===== src/rtl/ctrl_ep_pkg.sv =====
// Shared constants, types and state records of the control endpoint request handler.
package ctrl_ep_pkg;

  // ==========================================================================
  // Setup packet layout
  // ==========================================================================
  localparam int SETUP_BYTES = 8;
  localparam logic [2:0] SETUP_OFS_TYPE = 3'h0;
  localparam logic [2:0] SETUP_OFS_REQ = 3'h1;
  localparam logic [2:0] SETUP_OFS_VALUE_L = 3'h2;
  localparam logic [2:0] SETUP_OFS_VALUE_H = 3'h3;
  localparam logic [2:0] SETUP_OFS_INDEX_L = 3'h4;
  localparam logic [2:0] SETUP_OFS_INDEX_H = 3'h5;
  localparam logic [2:0] SETUP_OFS_LEN_L = 3'h6;
  localparam logic [2:0] SETUP_OFS_LEN_H = 3'h7;
  localparam logic [3:0] SETUP_COUNT_FULL = 4'h8;

  // ==========================================================================
  // Request decoding
  // ==========================================================================
  localparam logic [7:0] REQ_SET_ADDRESS = 8'h05;
  localparam logic [7:0] REQ_FW_LOAD = 8'hA0;
  localparam logic [7:0] TYPE_STD_DEVICE_OUT = 8'h00;
  localparam logic [7:0] TYPE_VENDOR_MASK = 8'h60;
  localparam logic [7:0] TYPE_VENDOR_MATCH = 8'h40;
  localparam int TYPE_DIR_BIT = 7;

  // ==========================================================================
  // Interrupt enable and request bit positions and reset values
  // ==========================================================================
  localparam int IRQ_BIT_SETUP_DATA = 0;
  localparam int IRQ_BIT_SETUP_TOKEN = 2;
  localparam logic [7:0] IRQ_ENABLE_RESET = 8'h00;
  localparam logic [7:0] IRQ_REQUEST_RESET = 8'h00;
  localparam logic [6:0] FN_ADDR_RESET = 7'h00;

  // ==========================================================================
  // Control IN buffer and bulk endpoints
  // ==========================================================================
  localparam int IN_BUF_DEPTH = 64;
  localparam int BULK_SLOTS = 16;

  typedef enum logic [1:0] {
    HS_ACK = 2'b00,
    HS_NAK = 2'b01,
    HS_STALL = 2'b10,
    HS_DATA = 2'b11
  } hs_t;

  typedef enum logic [0:0] {
    TX_IDLE = 1'b0,
    TX_SEND = 1'b1
  } tx_state_t;

  // Bytes of the setup data packet as delivered by the serial engine.
  typedef struct packed {
    logic setup_token;
    logic byte_valid;
    logic [7:0] data;
    logic packet_end;
    logic packet_ok;
  } setup_rx_t;

  // Tokens seen on the bus, already decoded by the serial engine.
  typedef struct packed {
    logic in_token;
    logic status_token;
    logic bulk_token;
    logic [3:0] bulk_ep;
    logic bulk_ready;
  } token_t;

  typedef struct packed {
    logic [SETUP_BYTES-1:0][7:0] bytes;
    logic [3:0] count;
    logic bad;
    logic done;
  } store_state_t;

  typedef struct packed {
    logic [7:0] irq_en;
    logic [7:0] irq_req;
    logic [6:0] fn_addr;
    logic [15:0] sud_ptr;
    logic [IN_BUF_DEPTH-1:0][7:0] in_buf;
    logic [6:0] in_count;
    logic in_armed;
    logic hold;
    logic ep0_stall;
    logic [BULK_SLOTS-1:0] ep_stall;
    tx_state_t tx_state;
    logic [5:0] tx_idx;
    logic [6:0] tx_left;
    logic tx_valid;
    logic [7:0] tx_byte;
    logic hs_valid;
    hs_t hs_code;
    logic load_start;
    logic load_dir;
    logic [15:0] load_addr;
    logic [15:0] load_len;
  } ctrl_state_t;

endpackage


===== src/rtl/setup_byte_store.sv =====
// Eight-byte store for the data packet of a setup transaction.
`timescale 1ns/1ps
`default_nettype none

module setup_byte_store
  import ctrl_ep_pkg::*;
(
  // Clock and control
  input wire logic clk,
  input wire logic rst,
  input wire logic ce,
  // Incoming setup packet
  input wire setup_rx_t rx,
  // Stored bytes and completion
  output logic [SETUP_BYTES-1:0][7:0] setup_byte_area,
  output logic setup_done
);

  store_state_t s_reg;
  store_state_t s_next;

  // ==========================================================================
  // Capture
  // ==========================================================================
  // A packet with a bad check or the wrong length is simply dropped; the host
  // repeats it, and the bytes are overwritten by the retry.
  always_comb begin
    s_next = s_reg;
    s_next.done = 1'b0;
    if (rx.setup_token) begin
      s_next.count = 4'h0;
      s_next.bad = 1'b0;
    end
    if (rx.byte_valid) begin
      if (s_reg.count < SETUP_COUNT_FULL) begin
        s_next.bytes[s_reg.count[2:0]] = rx.data;
        s_next.count = s_reg.count + 4'h1;
      end else begin
        s_next.bad = 1'b1;
      end
    end
    if (rx.packet_end) begin
      s_next.done = rx.packet_ok && !s_reg.bad && (s_reg.count == SETUP_COUNT_FULL);
      s_next.count = 4'h0;
      s_next.bad = 1'b0;
    end
  end

  always_ff @(posedge clk) begin
    if (rst) begin
      s_reg <= '0;
    end else if (ce) begin
      s_reg <= s_next;
    end
  end

  assign setup_byte_area = s_reg.bytes;
  assign setup_done = s_reg.done;

endmodule // setup_byte_store

`default_nettype wire


===== src/rtl/control_endpoint_request_handler.sv =====
// Endpoint-zero setup handling: interrupt flags, address, stalls and IN replies.
`timescale 1ns/1ps
`default_nettype none

module control_endpoint_request_handler
  import ctrl_ep_pkg::*;
(
  // Clock and control
  input wire logic clk,
  input wire logic rst,
  input wire logic ce,
  // Serial engine side
  input wire setup_rx_t rx,
  input wire token_t tok,
  output logic hs_valid,
  output hs_t hs_code,
  output logic tx_valid,
  output logic [7:0] tx_byte,
  // Firmware control inputs
  input wire logic firmware_in_control,
  input wire logic irq_enable_wr,
  input wire logic [7:0] irq_enable_data,
  input wire logic irq_clear_wr,
  input wire logic [7:0] irq_clear_data,
  input wire logic sud_ptr_high_wr,
  input wire logic sud_ptr_low_wr,
  input wire logic [7:0] sud_ptr_data,
  input wire logic in_buf_wr,
  input wire logic [5:0] in_buf_addr,
  input wire logic [7:0] in_buf_data,
  input wire logic in_count_wr,
  input wire logic [6:0] in_count_data,
  input wire logic hold_clear_wr,
  input wire logic ep0_stall_set,
  input wire logic ep_stall_wr,
  input wire logic [3:0] ep_stall_sel,
  input wire logic ep_stall_val,
  // Status outputs
  output logic [7:0] link_irq_enable_reg,
  output logic [7:0] link_irq_request_reg,
  output logic setup_token_irq_flag,
  output logic setup_data_ready_flag,
  output logic [6:0] function_address_reg,
  output logic [15:0] setup_data_pointer,
  output logic [SETUP_BYTES-1:0][7:0] setup_byte_area,
  output logic status_stage_hold,
  output logic control_endpoint_stall,
  output logic [BULK_SLOTS-1:0] bulk_stall,
  // RAM loader command
  output logic load_start,
  output logic load_dir,
  output logic [15:0] load_addr,
  output logic [15:0] load_len
);

  ctrl_state_t s_reg;
  ctrl_state_t s_next;
  logic setup_done;
  logic [7:0] req_type;
  logic [7:0] req_code;
  logic is_fw_load;
  logic is_set_addr;

  setup_byte_store u_store (
    .clk(clk),
    .rst(rst),
    .ce(ce),
    .rx(rx),
    .setup_byte_area(setup_byte_area),
    .setup_done(setup_done)
  );

  assign req_type = setup_byte_area[SETUP_OFS_TYPE];
  assign req_code = setup_byte_area[SETUP_OFS_REQ];
  assign is_fw_load = ((req_type & TYPE_VENDOR_MASK) == TYPE_VENDOR_MATCH) &&
                      (req_code == REQ_FW_LOAD);
  assign is_set_addr = (req_type == TYPE_STD_DEVICE_OUT) && (req_code == REQ_SET_ADDRESS);

  // ==========================================================================
  // Next-state logic
  // ==========================================================================
  // Firmware writes are applied first and hardware events after them, so an
  // event in the same cycle as a clear always survives.
  always_comb begin
    s_next = s_reg;
    s_next.hs_valid = 1'b0;
    s_next.load_start = 1'b0;
    s_next.tx_valid = 1'b0;

    if (irq_enable_wr) begin
      s_next.irq_en = irq_enable_data;
    end
    if (irq_clear_wr) begin
      s_next.irq_req = s_reg.irq_req & ~irq_clear_data;
    end
    if (sud_ptr_high_wr) begin
      s_next.sud_ptr[15:8] = sud_ptr_data;
    end
    if (sud_ptr_low_wr) begin
      s_next.sud_ptr[7:0] = sud_ptr_data;
    end
    if (in_buf_wr) begin
      s_next.in_buf[in_buf_addr] = in_buf_data;
    end
    if (in_count_wr) begin
      s_next.in_count = in_count_data;
      s_next.in_armed = 1'b1;
    end
    if (hold_clear_wr) begin
      s_next.hold = 1'b0;
    end
    if (ep0_stall_set) begin
      s_next.ep0_stall = 1'b1;
    end
    if (ep_stall_wr) begin
      s_next.ep_stall[ep_stall_sel] = ep_stall_val;
    end

    // A new control transfer aborts a pending reply after the byte of this cycle; an IN token in the same cycle still starts an armed one.
    if (rx.setup_token) begin
      s_next.irq_req[IRQ_BIT_SETUP_TOKEN] = 1'b1;
      s_next.ep0_stall = 1'b0;
      s_next.hold = 1'b1;
      s_next.in_armed = 1'b0;
      s_next.tx_state = TX_IDLE;
    end

    if (setup_done) begin
      if (is_fw_load) begin
        s_next.load_start = 1'b1;
        s_next.load_dir = req_type[TYPE_DIR_BIT];
        s_next.load_addr = {setup_byte_area[SETUP_OFS_VALUE_H],
                            setup_byte_area[SETUP_OFS_VALUE_L]};
        s_next.load_len = {setup_byte_area[SETUP_OFS_LEN_H],
                           setup_byte_area[SETUP_OFS_LEN_L]};
        s_next.hold = 1'b0;
      end else if (firmware_in_control && is_set_addr) begin
        s_next.fn_addr = setup_byte_area[SETUP_OFS_VALUE_L][6:0];
        s_next.hold = 1'b0;
      end else if (firmware_in_control) begin
        s_next.irq_req[IRQ_BIT_SETUP_DATA] = 1'b1;
      end
    end

    // Endpoint-zero IN data, status stage and bulk handshakes.
    if (tok.in_token) begin
      s_next.hs_valid = 1'b1;
      if (s_reg.ep0_stall) begin
        s_next.hs_code = HS_STALL;
      end else if (s_reg.in_armed && s_reg.tx_state == TX_IDLE) begin
        s_next.hs_code = HS_DATA;
        s_next.in_armed = 1'b0;
        s_next.tx_state = TX_SEND;
        s_next.tx_idx = 6'h00;
        s_next.tx_left = s_reg.in_count;
      end else begin
        s_next.hs_code = HS_NAK;
      end
    end else if (tok.status_token) begin
      s_next.hs_valid = 1'b1;
      if (s_reg.ep0_stall) begin
        s_next.hs_code = HS_STALL;
      end else if (s_reg.hold) begin
        s_next.hs_code = HS_NAK;
      end else begin
        s_next.hs_code = HS_ACK;
      end
    end else if (tok.bulk_token) begin
      s_next.hs_valid = 1'b1;
      if (s_reg.ep_stall[tok.bulk_ep]) begin
        s_next.hs_code = HS_STALL;
      end else begin
        s_next.hs_code = tok.bulk_ready ? HS_ACK : HS_NAK;
      end
    end

    case (s_reg.tx_state)
      TX_IDLE: begin
      end
      TX_SEND: begin
        if (s_reg.tx_left != 7'h00) begin
          s_next.tx_valid = 1'b1;
          s_next.tx_byte = s_reg.in_buf[s_reg.tx_idx];
          s_next.tx_idx = s_reg.tx_idx + 6'h01;
          s_next.tx_left = s_reg.tx_left - 7'h01;
        end else begin
          s_next.tx_state = TX_IDLE;
        end
      end
      default: begin
        s_next.tx_state = TX_IDLE;
      end
    endcase
  end

  // ==========================================================================
  // State register
  // ==========================================================================
  always_ff @(posedge clk) begin
    if (rst) begin
      s_reg <= '0;
      s_reg.irq_en <= IRQ_ENABLE_RESET;
      s_reg.irq_req <= IRQ_REQUEST_RESET;
      s_reg.fn_addr <= FN_ADDR_RESET;
      s_reg.tx_state <= TX_IDLE;
      s_reg.hs_code <= HS_ACK;
    end else if (ce) begin
      s_reg <= s_next;
    end
  end

  assign hs_valid = s_reg.hs_valid;
  assign hs_code = s_reg.hs_code;
  assign tx_valid = s_reg.tx_valid;
  assign tx_byte = s_reg.tx_byte;
  assign link_irq_enable_reg = s_reg.irq_en;
  assign link_irq_request_reg = s_reg.irq_req;
  assign setup_token_irq_flag = s_reg.irq_req[IRQ_BIT_SETUP_TOKEN];
  assign setup_data_ready_flag = s_reg.irq_req[IRQ_BIT_SETUP_DATA];
  assign function_address_reg = s_reg.fn_addr;
  assign setup_data_pointer = s_reg.sud_ptr;
  assign status_stage_hold = s_reg.hold;
  assign control_endpoint_stall = s_reg.ep0_stall;
  assign bulk_stall = s_reg.ep_stall;
  assign load_start = s_reg.load_start;
  assign load_dir = s_reg.load_dir;
  assign load_addr = s_reg.load_addr;
  assign load_len = s_reg.load_len;
endmodule // control_endpoint_request_handler

`default_nettype wire


===== config.mk =====
export PLATFORM = sky130hd
export DESIGN_NAME = control_endpoint_request_handler
export DESIGN_NICKNAME = d
export VERILOG_FILES = /design/src/rtl/ctrl_ep_pkg.sv /design/src/rtl/setup_byte_store.sv /design/src/rtl/control_endpoint_request_handler.sv
export SDC_FILE = /design/constraint.sdc
export NUM_CORES = 2
export LEC_CHECK = 0
export BUFFER_PORTS_ARGS = -buffer_cell sky130_fd_sc_hd__clkbuf_2
export CORE_ASPECT_RATIO = 2
export CORE_MARGIN = 4
export CORE_UTILIZATION = 50
export CTS_CLUSTER_DIAMETER = 60
export DETAILED_ROUTE_END_ITERATION = 16
export PLACE_DENSITY_LB_ADDON = 0.15
export SLEW_MARGIN = 20
export SYNTH_ARGS = -nofsm -noshare
export SYNTH_HDL_FRONTEND = slang
export SYNTH_HIERARCHICAL = 1
export SYNTH_SLANG_ARGS = --single-unit

===== constraint.sdc =====
create_clock -name clk -period 1.89 [get_ports clk]
set_input_delay 0.378 -clock clk [delete_from_list [all_inputs] [get_ports clk]]
set_output_delay 0.378 -clock clk [all_outputs]
set_load 0.02 [all_outputs]

## Word-level counts from Yosys, hierarchy flattened

Cells that the tools add are included.

- Flip-flop bits (word level): 707
- Latch bits: 0
- Memory bits (writable): 0
- Bits in read-only memories: 0
- Input bits: 83
- Output and inout bits: 169
- Logic and storage cells: 200
- Memories: 0

- Add/sub/neg operators: 3
- Multiply operators: 0
- Divide/modulo/power cells: 0
- Magnitude comparators: 9
- Equal/unequal tests: 4
- Shifts and indexed selects: 0
- Muxes and demuxes: 53
- Bitwise gates (word level): 4
- Reductions and logical operators: 29

Operators with widths:

| operator | number |
|---|---|
| 512-bit bitwise mux | 1 |
| 34-bit 2-to-1 mux | 2 |
| 64-bit bitwise mux | 1 |
| 8-bit binary-select mux with 6-bit select | 1 |
| 8-bit demux with 6-bit select | 1 |
| 14-bit 2-to-1 mux | 3 |
| 8-bit 2-to-1 mux | 5 |
| 8-bit demux with 3-bit select | 1 |
| 23-bit 2-to-1 mux | 1 |
| 22-bit 2-to-1 mux | 1 |
| 2-bit AND reduction | 10 |
| 1-bit 2-to-1 mux | 19 |
| 16-bit bitwise mux | 1 |
| 3-bit 2-to-1 mux | 5 |
| 6-bit by 7-bit less-than comparator with 1-bit output (second input constant) | 2 |
| 4-bit by 5-bit less-than comparator with 1-bit output (second input constant) | 2 |
| 5-bit 2-to-1 mux | 2 |
| 1-bit logical AND | 9 |
| 3-bit AND reduction | 3 |
| 8-bit AND | 1 |
| 8-bit by 3-bit equality test with 1-bit output (second input constant) | 1 |
| 8-bit equality test (second input constant) | 1 |
| 8-bit logical NOT | 1 |
| 2-bit 2-to-1 mux | 4 |
| 22 further kinds | 24 |

## Depth between registers and ports, before layout

- Depth in word-level cells: 7
- Mapped depth: 8
- Mapped depth without buffers: 7

## By module

The synthesis kept the hierarchy.

Modules (own cells, without submodules):

| module | instances | cells an instance | area each (um^2) | sequential area each (um^2) |
|---|---|---|---|---|
| control_endpoint_request_handler | 1 | 3,307 | 28,827.6 | 12,752.2 |
| setup_byte_store | 1 | 330 | 3,166.8 | 1,401.3 |

## Least setup slack after synthesis

Ideal clock, no wire load.

- Path kind: register -> register
- Start point: reg s_reg[53] in the netlist's numbering
- End point: reg s_reg (netlist bit tx_byte[0])
- Setup time: 0.136 ns
- Arrival: 1.676 ns
- Data required time: 1.754 ns
- Path slack: 0.078 ns
- Cell stages (with the launch flop): 8
- Buffers on the path: 2
- Clock period less this slack: 1.812 ns
- Cells stage by stage: dfxtp_1 -> buf_6 -> buf_4 -> mux4_2 -> a22oi_1 -> nand2_1 -> nor3_1 -> o221ai_1

- Word-level cells in the longest chain between the ends: 2

RTL lines:

| element | line | source |
|---|---|---|
| from (decl) | control_endpoint_request_handler.sv:56 | `ctrl_state_t s_reg;` |
| from (signal assigned) | control_endpoint_request_handler.sv:208 | `s_reg <= s_next;` |
| 8-bit binary-select mux with 6-bit select | control_endpoint_request_handler.sv:183 | `s_next.tx_byte = s_reg.in_buf[s_reg.tx_idx];` |
| 8-bit 2-to-1 mux (implied by the code) | control_endpoint_request_handler.sv:183 |  |

No other way between the ends. The select of a mux whose other input is x is not followed.
A chain may end at the register's enable or synchronous reset.

## Worst setup path in the final report

- Start point: reg s_reg[53] in the netlist's numbering
- End point: reg s_reg (netlist bit tx_byte[6])

Same word-level chain as after synthesis.

==> impl_metrics.ini <==
[run_status]
status = finished with violations
violations = negative setup slack

[hold_path]
holdPathStages = 3
hold_class = in -> reg

[final_layout]
nets = 3937
area_growth_pct = 20.2
fillers = 5359
stdcell_count = 4692
largest_reg_flops = 534
drive_gt1_share_pct = 24.4

[global_route]
grt_antenna_before_repair = 1
grt_pass1_wl_microns = 167000
grt_max_degree = 120
grt_pass1_vias = 28700
overflow = 0
grtUsageTotal_pct = 31.0

[floorplan]
start_util_pct = 50.7
fp.dieW_microns = 187
io_pins = 252
die_area_sq_um = 68300
row_count = 130
die_h_microns = 366
core_area_sq_um = 63100

[worst_setup_path]
r2r_start = s_reg[53]
rrSetupSlack_ns = -0.27
crit_path_end_kind = flop
critPathLaunch = s_reg[53]
cp_max_fo = 11
crit_path_end = tx_byte[6]
required_ns = 2.40
rr_endpoint = tx_byte[6]
arrival_ns = 2.67
startpoint_type = flop
path_class = reg -> reg
rr_worst_depth = 8

[synth]
synth_cell_types = 68
yosysTopAreaCellShare_pct = 44.2
post-synth-top-count-cell = dfxtp_1
synthArstFlopShare_pct = 0
synthTopCellsByArea = dfxtp_1 44%, mux2i_1 9.8%, a21oi_1 6.9%, nand2_1 6.9%, mux4_2 4.8%
synth.avg_cell_area_sq_um = 8.80
synth_nets = 3724
netlist_area_sq_um = 32000
yosysWarnings = 6
synthFlopType = dfxtp_1
postSynthCellCount = 3637
seq_area_frac_synth_pct = 44.2
ys_ff_latch = 707
synth_top_area_cell = dfxtp_1
synth_commonest_cells = 707 x dfxtp_1, 585 x nand2_1, 441 x a21oi_1, 314 x mux2i_1, 296 x o21ai_0
synth_edf_count = 0

[power_and_ir_drop]
p_sw_mw = 7.09
clock_power_share_pct = 44.5
power.density_nw_per_um2 = 781
irDropWorstVdd_uv = 856
leakage_nw = 14.2
p_int_mw = 23.0
seqPwrFrac_pct = 50.0
power_frac_comb_pct = 5.5
switching_share_pct = 23.6

[sta]
setup_tns_ns = -1.76
rsz0062_at_grt = true
tightest_slew_ns = 0.973
setup_viol = 8
hold_viol = 0
holdWs_ns = 0.00991
skew_ns = 0.0194
min_period_ns = 2.16
fmax_ghz = 0.462
post-route-period-util_pct = 114
setup_slack_ns = -0.273
slew_headroom_pct = 34.9
maxSlewViolCount = 0

[drt]
dr_wl_met2_microns = 57300
vias = 28100
wl_met3_microns = 5560
drc = 0
wl_microns = 110000
viasPerCell = 5.98
drt_iter0_markers = 2201
top_layer = met4
dr.pass1.iters = 6
ant_nets = 0
wl_met1_microns = 35700
wire_per_inst_microns = 23.5

[cts]
cts_tree = yes
clock-sinks = 707
cts-htree-levels = 2
cts.clk_slew.worst_paths_ns = 0.07
cts_buffer_depth = 3
insertion_delay_ns = 0.64
cts_inserted_buffers = 61
cts-root-buf = clkbuf_16

[placement]
dp_hpwl_microns = 76600
dp.cells = 4527
gp_congestion = 0.968
port_buffers = 251

[job]
maxCapViolCount = 0
-- cells by family (layout without fill, tap and decap cells) --
| family | Yosys count | after routing | synth area share (%) |
|---|---|---|---|
| AND/OR/NAND/NOR | 1125 | 1125 | 15.9 |
| buffers and inverters | 484 | 746 | 8.31 |
| other | 0 | 1 | 0 |
| multiplexers | 414 | 414 | 15.7 |
| AO/OA/AOI/OAI | 902 | 902 | 15.7 |
| adder cells (fa/ha/maj) | 4 | 4 | 0.156 |
| flip-flops | 707 | 707 | 44.2 |
| XOR/XNOR | 1 | 1 | 0.0274 |
-- stage by stage --
step	utilization [%]	setup WS (ns)	cell area (sq um)	power [mW]
after floorplan	-	0.0783	32000	16.3
after global placement	55.4	-0.764	35000	16.9
after detailed placement	55.4	-0.566	35000	16.9
after CTS	60.4	-0.215	38100	30.2
after global routing	60.9	-0.299	38500	30.9
final	61.0	-0.273	38500	30.1
-- worst max-delay path: stages, from the launching register on --
cell and delay, ns:
dfxtp_4 0.42, buf_16 0.17, buf_4 0.13, mux4_2 0.50, a22oi_2 0.23, buf_4 0.17, nand2_1 0.12, nor3_2 0.14
o221ai_1 0.13
-- how the worst min path moves through the flow --
stage,startpoint,endpoint,slack (ns)
finish,in_count_data[4],s_reg[83],0.01
global route,sud_ptr_data[0],setup_data_pointer[0],0.02
CTS,sud_ptr_data[0],setup_data_pointer[0],0.001
detailed placement,link_irq_request_reg[7],link_irq_request_reg[7],0.44
global placement,link_irq_request_reg[6],link_irq_request_reg[6],0.44
floorplan,u_store/s_reg[1],u_store/s_reg[1],0.43
-- cell usage in the layout (no fill, tap or decap), drive strengths merged, types with 7 or more instances in the layout --
master,Yosys,routed
a21oi,441,441
a22o,16,16
clkbuf,190,338
bufinv,0,7
a211oi,36,36
inv,12,13
clkinv,3,17
mux4,68,68
dlygate4sd3,0,25
nand2b,20,20
mux2,32,32
nand3,112,112
nand4,9,9
or3,9,9
nand2,587,587
o22ai,17,17
nor3,32,32
a22oi,40,40
dfxtp,707,707
nor2,273,273
a2111oi,33,33
mux2i,314,314
and2,35,35
nand3b,13,13
o221ai,8,8
o21ai,297,297
buf,279,343
-- routing by layer --
| metal | up-vias | global-route usage (%) |
|---|---|---|
| li1 | 12900 | - |
| met1 | 13400 | 29.6 |
| met2 | 1229 | 56.6 |
| met3 | 465 | 4.19 |
| met4 | 0 | 28.2 |
| met5 | - | 0 |
-- power by group through the flow --
stage / registers, mW / clock network [mW] / logic, mW
2_1_floorplan: 15.4 / 0 / 0.903
4_1_cts: 15.0 / 13.5 / 1.62
3_5_place_dp: 15.4 / 0 / 1.57
3_3_place_gp: 15.4 / 0 / 1.55
5_1_grt: 15.0 / 14.1 / 1.74
6_report: 15.0 / 13.4 / 1.65
-- cell type report --
cell class	count	area (sq um)	share of cell area, %
clock buffer	87	1770	4.61
clock inverter	25	334	0.868
timing repair buffer	619	5230	13.6
multi-input combinational	2446	15900	41.4
antenna	1	2.50	0.00651
tap	792	991	2.58
inverter	15	56.3	0.146
sequential	707	14200	36.8
-- timing repair --
action | 4_1_cts | 5_1_grt
pin swaps | 10 | 17
hold endpoints to repair | 28 | 0
gates resized for setup | 126 | 44
endpoints found under the setup margin | 13 | 20
hold buffers | 25 | 0
setup buffers | 7 | 16
cloned | 5 | 1
Note: power is estimated with default switching activity, not from simulation.
